## config.mk

```make
export PLATFORM = sky130hd
export DESIGN_NAME = programmable_logic_block
export DESIGN_NICKNAME = d
export VERILOG_FILES = /design/src/logic_block_pkg.sv /design/src/programmable_logic_block.sv /design/src/out_debounce.sv
export SDC_FILE = /design/constraint.sdc
export NUM_CORES = 1
export LEC_CHECK = 0
export BUFFER_PORTS_ARGS = -buffer_cell sky130_fd_sc_hd__buf_4
export CAP_MARGIN = 0
export CORE_AREA = 10 10 96 98
export CTS_CLUSTER_DIAMETER = 80
export DETAILED_ROUTE_END_ITERATION = 16
export DIE_AREA = 0 0 106 108
export PLACE_DENSITY_LB_ADDON = 0.2
export SYNTH_ARGS = -nofsm -noshare
export SYNTH_HDL_FRONTEND = slang
export SYNTH_SLANG_ARGS = --single-unit
```

## constraint.sdc

```tcl
create_clock -name ref_clk -period 2.1 [get_ports ref_clk]
set_clock_uncertainty 0.15 [all_clocks]
set_input_delay 0 -clock ref_clk [delete_from_list [all_inputs] [get_ports ref_clk]]
set_output_delay 0 -clock ref_clk [all_outputs]
set_load 0.01 [all_outputs]
```

## src/logic_block_pkg.sv

```systemverilog
package logic_block_pkg;

  // register offsets on the internal register port
  localparam logic [7:0] ADDR_FUNC_CFG = 8'h36;
  localparam logic [7:0] ADDR_FF_CTRL = 8'h37;
  localparam logic [7:0] ADDR_EVT_CFG = 8'h38;
  localparam logic [7:0] ADDR_PIN_CFG_C = 8'h3c;

  // logic_function_config fields
  localparam int INV_OUT_BIT = 6;
  localparam int INV_C_BIT = 5;
  localparam int INV_B_BIT = 4;
  localparam int INV_A_BIT = 3;
  localparam int SEL_LSB = 0;
  localparam int SEL_W = 3;

  // logic_flipflop_control fields
  localparam int FLIPFLOP_FORCE_SET_BIT = 1;
  localparam int FLIPFLOP_FORCE_CLEAR_BIT = 0;

  // logic_event_interrupt_config fields
  localparam int DBNC_BYP_BIT = 2;
  localparam int EVT_EN_BIT = 1;
  localparam int INT_LVL_BIT = 0;

  // pin configuration c fields owned here
  localparam int ROW3_ALT_BIT = 3;
  localparam int ROW0_ALT_BIT = 0;

  // implemented bits per register, reserved bits read zero
  localparam logic [7:0] FUNC_CFG_MASK = 8'h7f;
  localparam logic [7:0] FF_CTRL_MASK = 8'h03;
  localparam logic [7:0] EVT_CFG_MASK = 8'h07;
  localparam logic [7:0] PIN_CFG_C_MASK = 8'h09;

  // reset values
  localparam logic [7:0] FUNC_CFG_RST = 8'h00;
  localparam logic [7:0] FF_CTRL_RST = 8'h00;
  localparam logic [7:0] EVT_CFG_RST = 8'h00;
  localparam logic [7:0] PIN_CFG_C_RST = 8'h00;

  // cell function select codes
  typedef enum logic [2:0] {
    SEL_OFF = 3'h0,
    SEL_AND = 3'h1,
    SEL_OR = 3'h2,
    SEL_XOR = 3'h3,
    SEL_FLIP_FLOP = 3'h4,
    SEL_PASS_A = 3'h5,
    SEL_PASS_B = 3'h6,
    SEL_PASS_C = 3'h7
  } sel_t;

  // event tracker states, one-hot
  typedef enum logic [1:0] {
    EVT_IDLE = 2'b01,
    EVT_ACTIVE = 2'b10
  } evt_state_t;

  // timing
  localparam int CLK_PERIOD_NS = 8;
  localparam int DBNC_TIME_NS = 1000;
  localparam int DBNC_CYCLES = (DBNC_TIME_NS + CLK_PERIOD_NS - 1) / CLK_PERIOD_NS;

endpackage

```

## src/programmable_logic_block.sv

```systemverilog
// How it works
// - inversion bits 5,4,3 invert inputs C,B,A
// - bit 6 inverts the cell output
// - 3-bit select picks off/and/or/xor/ff/pass
// - flip-flop set control forces flip-flop high unless clear is also set
// - flip-flop clear control forces flip-flop low
// - bypass bit 0 debounces output before events
// - bypass bit 1 feeds output straight through
// - events only recorded while event enable set
// - level bit chooses active low or high
// - row-3 extension routes row-3 pin to C
// - row-0 extension drives cell output on row-0
module programmable_logic_block #(
  parameter int DBNC_CYCLES = logic_block_pkg::DBNC_CYCLES,
  parameter int DBNC_CNT_W = 8
) (
  // clock and reset
  input wire logic ref_clk,
  input wire logic rstn,
  // register port from the serial interface
  input wire logic [7:0] reg_addr,
  input wire logic reg_wr,
  input wire logic [7:0] reg_wdata,
  input wire logic reg_rd,
  output logic [7:0] reg_rdata,
  output logic reg_rvalid,
  // logic inputs
  input wire logic logic_in_a,
  input wire logic logic_in_b,
  input wire logic logic_in_c,
  // row-3 pad input
  input wire logic row3_pin_in,
  // row-0 pad, general purpose side
  input wire logic gpio1_out,
  input wire logic gpio1_oe,
  // row-0 pad drive
  output logic row0_pin_out,
  output logic row0_pin_oe,
  // cell output and event side
  output logic logic_out,
  output logic logic_filtered,
  output logic event_valid,
  output logic event_active,
  output logic int_req
);

  // every flop of the block outside the debounce stage in one word; one comb process fills the copy
  typedef struct packed {
    logic [7:0] func_cfg;
    logic [7:0] ff_ctrl;
    logic [7:0] evt_cfg;
    logic [7:0] pin_cfg_c;
    logic [7:0] rdata;
    logic rvalid;
    logic ff_q;
    logic b_prev;
    logic cell_out;
    logic filt_q;
    logic_block_pkg::evt_state_t evt;
    logic evt_valid;
    logic evt_active;
    logic irq;
    logic row0_out;
    logic row0_oe;
  } blk_state_t;

  blk_state_t st_r;
  blk_state_t st_nxt;

  logic dbnc_out;

  // combinational helpers
  logic in_a;
  logic in_b;
  logic in_c_raw;
  logic in_c;
  logic cell_raw;
  logic cell_val;
  logic out_active;
  logic [2:0] sel;
  logic [7:0] rd_mux;

  // per-input vectors for the inversion loop
  logic [2:0] pin_raw;
  logic [2:0] pin_inv;
  logic [2:0] pin_cell;

  // configuration views
  logic row3_alt_function;
  logic row0_alt_function;
  logic invert_in_a;
  logic invert_in_b;
  logic invert_in_c;
  logic invert_out;
  logic flipflop_force_set;
  logic flipflop_force_clear;
  logic out_debounce_bypass;
  logic logic_event_en;
  logic logic_int_level;

  // field decode of the stored registers
  // reserved bits are masked on write, so no guard is needed here
  always_comb begin
    invert_out = st_r.func_cfg[logic_block_pkg::INV_OUT_BIT];
    invert_in_c = st_r.func_cfg[logic_block_pkg::INV_C_BIT];
    invert_in_b = st_r.func_cfg[logic_block_pkg::INV_B_BIT];
    invert_in_a = st_r.func_cfg[logic_block_pkg::INV_A_BIT];
    sel = st_r.func_cfg[logic_block_pkg::SEL_LSB +: logic_block_pkg::SEL_W];
    flipflop_force_set = st_r.ff_ctrl[logic_block_pkg::FLIPFLOP_FORCE_SET_BIT];
    flipflop_force_clear = st_r.ff_ctrl[logic_block_pkg::FLIPFLOP_FORCE_CLEAR_BIT];
    out_debounce_bypass = st_r.evt_cfg[logic_block_pkg::DBNC_BYP_BIT];
    logic_event_en = st_r.evt_cfg[logic_block_pkg::EVT_EN_BIT];
    logic_int_level = st_r.evt_cfg[logic_block_pkg::INT_LVL_BIT];
    row3_alt_function = st_r.pin_cfg_c[logic_block_pkg::ROW3_ALT_BIT];
    row0_alt_function = st_r.pin_cfg_c[logic_block_pkg::ROW0_ALT_BIT];
  end

  // input c source; the row-3 pad only counts once its extension bit is set
  always_comb begin
    in_c_raw = row3_alt_function ? row3_pin_in : logic_in_c;
  end

  // inputs and their inversion bits gathered in cell order a, b, c
  assign pin_raw = {in_c_raw, logic_in_b, logic_in_a};
  assign pin_inv = {invert_in_c, invert_in_b, invert_in_a};

  // one inverter per input, each steered by its own bit
  for (genvar i = 0; i < 3; i++) begin : g_in_inv
    assign pin_cell[i] = pin_raw[i] ^ pin_inv[i];
  end

  // named views used by the function mux and the flip-flop
  assign in_a = pin_cell[0];
  assign in_b = pin_cell[1];
  assign in_c = pin_cell[2];

  // function mux; the and/or/xor use all three inputs
  // sel 100 reads the cell flip-flop, never a combinational path
  always_comb begin
    case (logic_block_pkg::sel_t'(sel))
      logic_block_pkg::SEL_OFF: cell_raw = 1'b0;
      logic_block_pkg::SEL_AND: cell_raw = in_a & in_b & in_c;
      logic_block_pkg::SEL_OR: cell_raw = in_a | in_b | in_c;
      logic_block_pkg::SEL_XOR: cell_raw = in_a ^ in_b ^ in_c;
      logic_block_pkg::SEL_FLIP_FLOP: cell_raw = st_r.ff_q;
      logic_block_pkg::SEL_PASS_A: cell_raw = in_a;
      logic_block_pkg::SEL_PASS_B: cell_raw = in_b;
      logic_block_pkg::SEL_PASS_C: cell_raw = in_c;
      default: cell_raw = 1'b0;
    endcase
    cell_val = cell_raw ^ invert_out;
  end

  // readback mux; reserved bits and unmapped offsets read zero
  always_comb begin
    if (reg_addr == logic_block_pkg::ADDR_FUNC_CFG) begin
      rd_mux = st_r.func_cfg;
    end else if (reg_addr == logic_block_pkg::ADDR_FF_CTRL) begin
      rd_mux = st_r.ff_ctrl;
    end else if (reg_addr == logic_block_pkg::ADDR_EVT_CFG) begin
      rd_mux = st_r.evt_cfg;
    end else if (reg_addr == logic_block_pkg::ADDR_PIN_CFG_C) begin
      rd_mux = st_r.pin_cfg_c;
    end else begin
      rd_mux = 8'h00;
    end
  end

  // debounce stage between the cell and the event logic
  // the bypass still goes through the stage's flop, so the bypass path
  // keeps a two-clock lag behind logic_out; the debounced path lags longer
  out_debounce #(
    .CYCLES(DBNC_CYCLES),
    .CNT_W(DBNC_CNT_W)
  ) u_dbnc (
    .ref_clk(ref_clk),
    .rstn(rstn),
    .din(st_r.cell_out),
    .bypass(out_debounce_bypass),
    .dout(dbnc_out)
  );

  // level compared against the chosen interrupt polarity
  always_comb begin
    out_active = (st_r.filt_q == logic_int_level);
  end

  // next-state of the whole block
  always_comb begin
    st_nxt = st_r;
    st_nxt.evt_valid = 1'b0;
    st_nxt.rvalid = 1'b0;

    // register writes, only implemented bits stored
    // writes to unmapped offsets fall through and change nothing
    if (reg_wr) begin
      if (reg_addr == logic_block_pkg::ADDR_FUNC_CFG) begin
        st_nxt.func_cfg = reg_wdata & logic_block_pkg::FUNC_CFG_MASK;
      end else if (reg_addr == logic_block_pkg::ADDR_FF_CTRL) begin
        st_nxt.ff_ctrl = reg_wdata & logic_block_pkg::FF_CTRL_MASK;
      end else if (reg_addr == logic_block_pkg::ADDR_EVT_CFG) begin
        st_nxt.evt_cfg = reg_wdata & logic_block_pkg::EVT_CFG_MASK;
      end else if (reg_addr == logic_block_pkg::ADDR_PIN_CFG_C) begin
        st_nxt.pin_cfg_c = reg_wdata & logic_block_pkg::PIN_CFG_C_MASK;
      end
    end

    // read answer one cycle after the strobe
    if (reg_rd) begin
      st_nxt.rdata = rd_mux;
      st_nxt.rvalid = 1'b1;
    end

    // cell flip-flop: data from a, clocked by rising b; controls are levels
    // a control bit left at 1 overrides every b edge until software clears it
    st_nxt.b_prev = in_b;
    if (flipflop_force_clear) begin
      st_nxt.ff_q = 1'b0;
    end else if (flipflop_force_set) begin
      st_nxt.ff_q = 1'b1;
    end else if (in_b && !st_r.b_prev) begin
      st_nxt.ff_q = in_a;
    end

    // registered cell output
    st_nxt.cell_out = cell_val;
    st_nxt.filt_q = dbnc_out;

    // pad routing for row 0
    // the cell copy is taken before the output register, so pad and
    // logic_out change on the same edge
    if (row0_alt_function) begin
      st_nxt.row0_out = cell_val;
      st_nxt.row0_oe = 1'b1;
    end else begin
      st_nxt.row0_out = gpio1_out;
      st_nxt.row0_oe = gpio1_oe;
    end

    // event tracker: edges into and out of the active level
    // with level 0 the low idle output counts as active, so the tracker
    // leaves reset heading for active; no event unless enabled
    case (st_r.evt)
      logic_block_pkg::EVT_IDLE: begin
        if (out_active) begin
          st_nxt.evt = logic_block_pkg::EVT_ACTIVE;
          st_nxt.evt_valid = logic_event_en;
          st_nxt.evt_active = 1'b1;
        end
      end
      logic_block_pkg::EVT_ACTIVE: begin
        if (!out_active) begin
          st_nxt.evt = logic_block_pkg::EVT_IDLE;
          st_nxt.evt_valid = logic_event_en;
          st_nxt.evt_active = 1'b0;
        end
      end
      default: begin
        st_nxt.evt = logic_block_pkg::EVT_IDLE;
      end
    endcase

    // interrupt request held while enabled and at the active level
    // a level, not a pulse: it drops as soon as enable or level goes away
    st_nxt.irq = logic_event_en & out_active;
  end

  // single state register; tracker starts idle
  always_ff @(posedge ref_clk or negedge rstn) begin
    if (!rstn) begin
      st_r.func_cfg <= logic_block_pkg::FUNC_CFG_RST;
      st_r.ff_ctrl <= logic_block_pkg::FF_CTRL_RST;
      st_r.evt_cfg <= logic_block_pkg::EVT_CFG_RST;
      st_r.pin_cfg_c <= logic_block_pkg::PIN_CFG_C_RST;
      st_r.rdata <= 8'h00;
      st_r.rvalid <= 1'b0;
      st_r.ff_q <= 1'b0;
      st_r.b_prev <= 1'b0;
      st_r.cell_out <= 1'b0;
      st_r.filt_q <= 1'b0;
      st_r.evt <= logic_block_pkg::EVT_IDLE;
      st_r.evt_valid <= 1'b0;
      st_r.evt_active <= 1'b0;
      st_r.irq <= 1'b0;
      st_r.row0_out <= 1'b0;
      st_r.row0_oe <= 1'b0;
    end else begin
      st_r <= st_nxt;
    end
  end

  // register port answer, straight from the state register
  assign reg_rdata = st_r.rdata;
  assign reg_rvalid = st_r.rvalid;

  // row-0 pad drive
  assign row0_pin_out = st_r.row0_out;
  assign row0_pin_oe = st_r.row0_oe;

  // cell output and event side
  assign logic_out = st_r.cell_out;
  assign logic_filtered = st_r.filt_q;
  assign event_valid = st_r.evt_valid;
  assign event_active = st_r.evt_active;
  assign int_req = st_r.irq;

endmodule // programmable_logic_block

```

## src/out_debounce.sv

```systemverilog
module out_debounce #(
  parameter int CYCLES = logic_block_pkg::DBNC_CYCLES,
  parameter int CNT_W = 8
) (
  // clock and reset
  input wire logic ref_clk,
  input wire logic rstn,
  // raw level and control
  input wire logic din,
  input wire logic bypass,
  // filtered level
  output logic dout
);

  typedef struct packed {
    logic [CNT_W-1:0] cnt;
    logic stable;
  } dbnc_state_t;

  dbnc_state_t st_r;
  dbnc_state_t st_nxt;

  // with bypass clear, a new level is only accepted after it has held for CYCLES clocks
  always_comb begin
    st_nxt = st_r;
    if (bypass) begin
      st_nxt.stable = din; // glitches pass straight through
      st_nxt.cnt = '0;
    end else if (din == st_r.stable) begin
      st_nxt.cnt = '0;
    end else if (st_r.cnt == CNT_W'(CYCLES - 1)) begin
      st_nxt.stable = din;
      st_nxt.cnt = '0;
    end else begin
      st_nxt.cnt = st_r.cnt + CNT_W'(1);
    end
  end

  always_ff @(posedge ref_clk or negedge rstn) begin
    if (!rstn) begin
      st_r <= '0;
    end else begin
      st_r <= st_nxt;
    end
  end

  assign dout = st_r.stable;

endmodule // out_debounce

```

==> impl_metrics.yaml <==
timing:
  final-hold-violation-count: 0
  maxSlewHeadroom: 0.636
  setup_viol: 0
  finalSetupTns_ns: 0
  final_max_slew_viol_count: 0
  whs_ns: 0.00552
  layout_setup_ws_ns: 0.163
  period_share: 0.922
  clock.fmax_mhz: 516
  rsz0062_at_grt: "no"
  worstMarginPinSlew_ns: 0.544
  min_period_ns: 1.94
finish:
  multi_input_area_um2: 966
  nets: 290
  mostFrequentLayoutCells: "dfrtp_1 (41), buf_4 (41), inv_1 (20)"
  regArea_um2: 1050
  utilization: 0.376
  n_antenna_cell: 0
  area_growth_pct: 31.0
  nFillCells: 783
  drive_gt1_frac: 0.285
critical_path:
  r2r_slack_ns: 0.16
  cp-start-kind: "flop"
  critPathMaxFanout: 3
  r2r-start: "invert_in_b"
  r2r_cells: 8
  critPathArrivalTime_ns: 2.02
  path_class: "reg -> reg"
  worstSetupStartpoint: "invert_in_b"
  crit_path_end_kind: "flop"
  worstPathRequired_ns: 2.18
  critical_path.reg2reg.endpoint: "row0_pin_out"
  crit_end: "row0_pin_out"
die:
  core_area_um2: 7450
  fp.dieW_um: 106
  ios: 42
  die_area_um2: 11400
  row_count: 32
  die_h_um: 108
  start_util: 0.287
grt:
  grt.total_usage: 0.0911
  grt_pass1_wl_um: 8360
  antenna_found_initial: 0
  grt-ovfl-total: 0
  grt_pass1_vias: 1718
  grt_max_degree: 43
clock_network:
  clk_pin_slew_worst_paths_ns: 0.08
  clk_path_buf_depth: 2
  cts_htree_levels: 2
  cts_buffers: 5
  cts.sinks: 42
  cts_setup_buffers: 0
  root_buffer: "clkbuf_8"
  insertion_delay_ns: 0.30
  tritoncts: "built"
synthesis:
  postSynth.asyncResetShare: 1.00
  ys_seq_elements: 42
  synth_edf_count: 0
  avgSynthCellArea_um2: 10.5
  ys_warn_count: 0
  syn_inst: 204
  syn_nets: 235
  yosysUniqueCellTypes: 45
  synth_area_um2: 2140
  synthFlopType: "dfrtp_1"
  yosysSeqAreaShare: 0.492
routing:
  firstDrtPassIters: 4
  vias_per_cell: 4.40
  avgRoutedWirePerCell_um: 13.6
  drt_iter0_drc: 21
  wirelength_um: 4920
  num_vias: 1591
  drc: 0
  antenna_left: 0
worst_hold_path:
  hold_path_class: "in -> reg"
  hold_start: "reg_addr[3]"
pwr:
  power_density_nw_per_um2: 666
  peakVddDrop_v: 0.000232
  leakage_nw: 1.26
  total_power_mw: 1.86
run:
  drv_cap: 0
placed_design:
  hpwl_um: 3660
  pre_cts_ws_ns: 0.0528
  io_buffers: 39
  gp_congestion: 0.739
status:
  status: "complete, no violations"
==> per-layer routing <==
metal / track usage / up-vias / routed length (um)
li1: - / 801 / -
met1: 0.107 / 758 / 2270
met2: 0.155 / 26 / 2420
met3: 0.0286 / 6 / 169
met4: 0.0319 / 0 / 64
met5: 0 / - / 0
==> power breakdown <==
part,total [mW],internal (mW),switching (mW)
sequential,0.930,0.876,0.0543
clock,0.549,0.266,0.284
combinational,0.384,0.195,0.189
==> how the worst min path moves through the flow <==
stage | endpoint | slack (ns) | depth (start not counted)
floorplan | event_active | -0.45 | 0
global placement | u_dbnc.st_r[4] | -0.12 | 1
detailed placement | u_dbnc.st_r[4] | -0.12 | 1
CTS | reg_rdata[0] | 0.002 | 5
global route | reg_rdata[3] | 0.04 | 5
finish | reg_rdata[3] | 0.006 | 5
==> critical path, stage by stage (launching register included) <==
cell      delay [ns]
dfrtp_1         0.42
xnor2_2         0.15
inv_1           0.07
ha_1            0.29
and3_4          0.20
nor2_4          0.07
mux2i_2         0.08
a2111o_1        0.38
nand3_1         0.07
==> stage by stage <==
step,std cells,area (um^2)
finish,362,2800
global route,362,2800
CTS,362,2770
detailed placement,336,2500
global placement,336,2500
floorplan,204,2140
==> sequential cells by signal, indices dropped and copies added (netlist names), 3 cells and up <==
signal,cells
u_dbnc.st_r,8
st_r,4
reg_rdata,7
sel,3
==> logic make-up after synthesis <==
logic type      synth area share
compound gates            0.0983
other cells              0.00175
buf+inv                   0.0702
flops                      0.492
fa+ha+maj                 0.0293
simple gates               0.158
xor+xnor                  0.0527
mux                       0.0977
==> repair_timing <==
item	CTS	global route
endpoints found under the setup margin	0	3
endpoints found under the hold margin	67	0
gates resized for setup	0	6
hold buffers	18	0
==> final cells by class <==
type / instances / share of cell area
well taps: 102 / 0.0456
multi-input cells: 131 / 0.345
inverters: 20 / 0.0268
flip-flops and latches: 42 / 0.376
repair buffers: 59 / 0.174
clock buffers: 7 / 0.0308
clock inverters: 1 / 0.00179
==> cell usage after synthesis, types with 2 or more instances <==
| library cell | instances | area share |
|---|---|---|
| a21oi_1 | 4 | 0.0094 |
| a22oi_1 | 2 | 0.0070 |
| a31oi_1 | 3 | 0.0088 |
| and2_1 | 4 | 0.012 |
| and3_1 | 2 | 0.0059 |
| buf_4 | 9 | 0.032 |
| clkbuf_1 | 2 | 0.0035 |
| dfrtp_1 | 41 | 0.48 |
| ha_1 | 5 | 0.029 |
| inv_1 | 20 | 0.035 |
| mux2_2 | 14 | 0.074 |
| mux2i_1 | 4 | 0.019 |
| nand2_1 | 16 | 0.028 |
| nand3_1 | 6 | 0.014 |
| nand4_1 | 4 | 0.012 |
| nor2_1 | 17 | 0.030 |
| nor2b_1 | 3 | 0.0088 |
| nor3b_1 | 2 | 0.0070 |
| o21ai_0 | 6 | 0.014 |
| o22ai_1 | 5 | 0.015 |
| or3_1 | 2 | 0.0059 |
| xnor2_1 | 4 | 0.016 |
| xor2_1 | 7 | 0.029 |
Note: power is estimated with default switching activity, not from simulation.
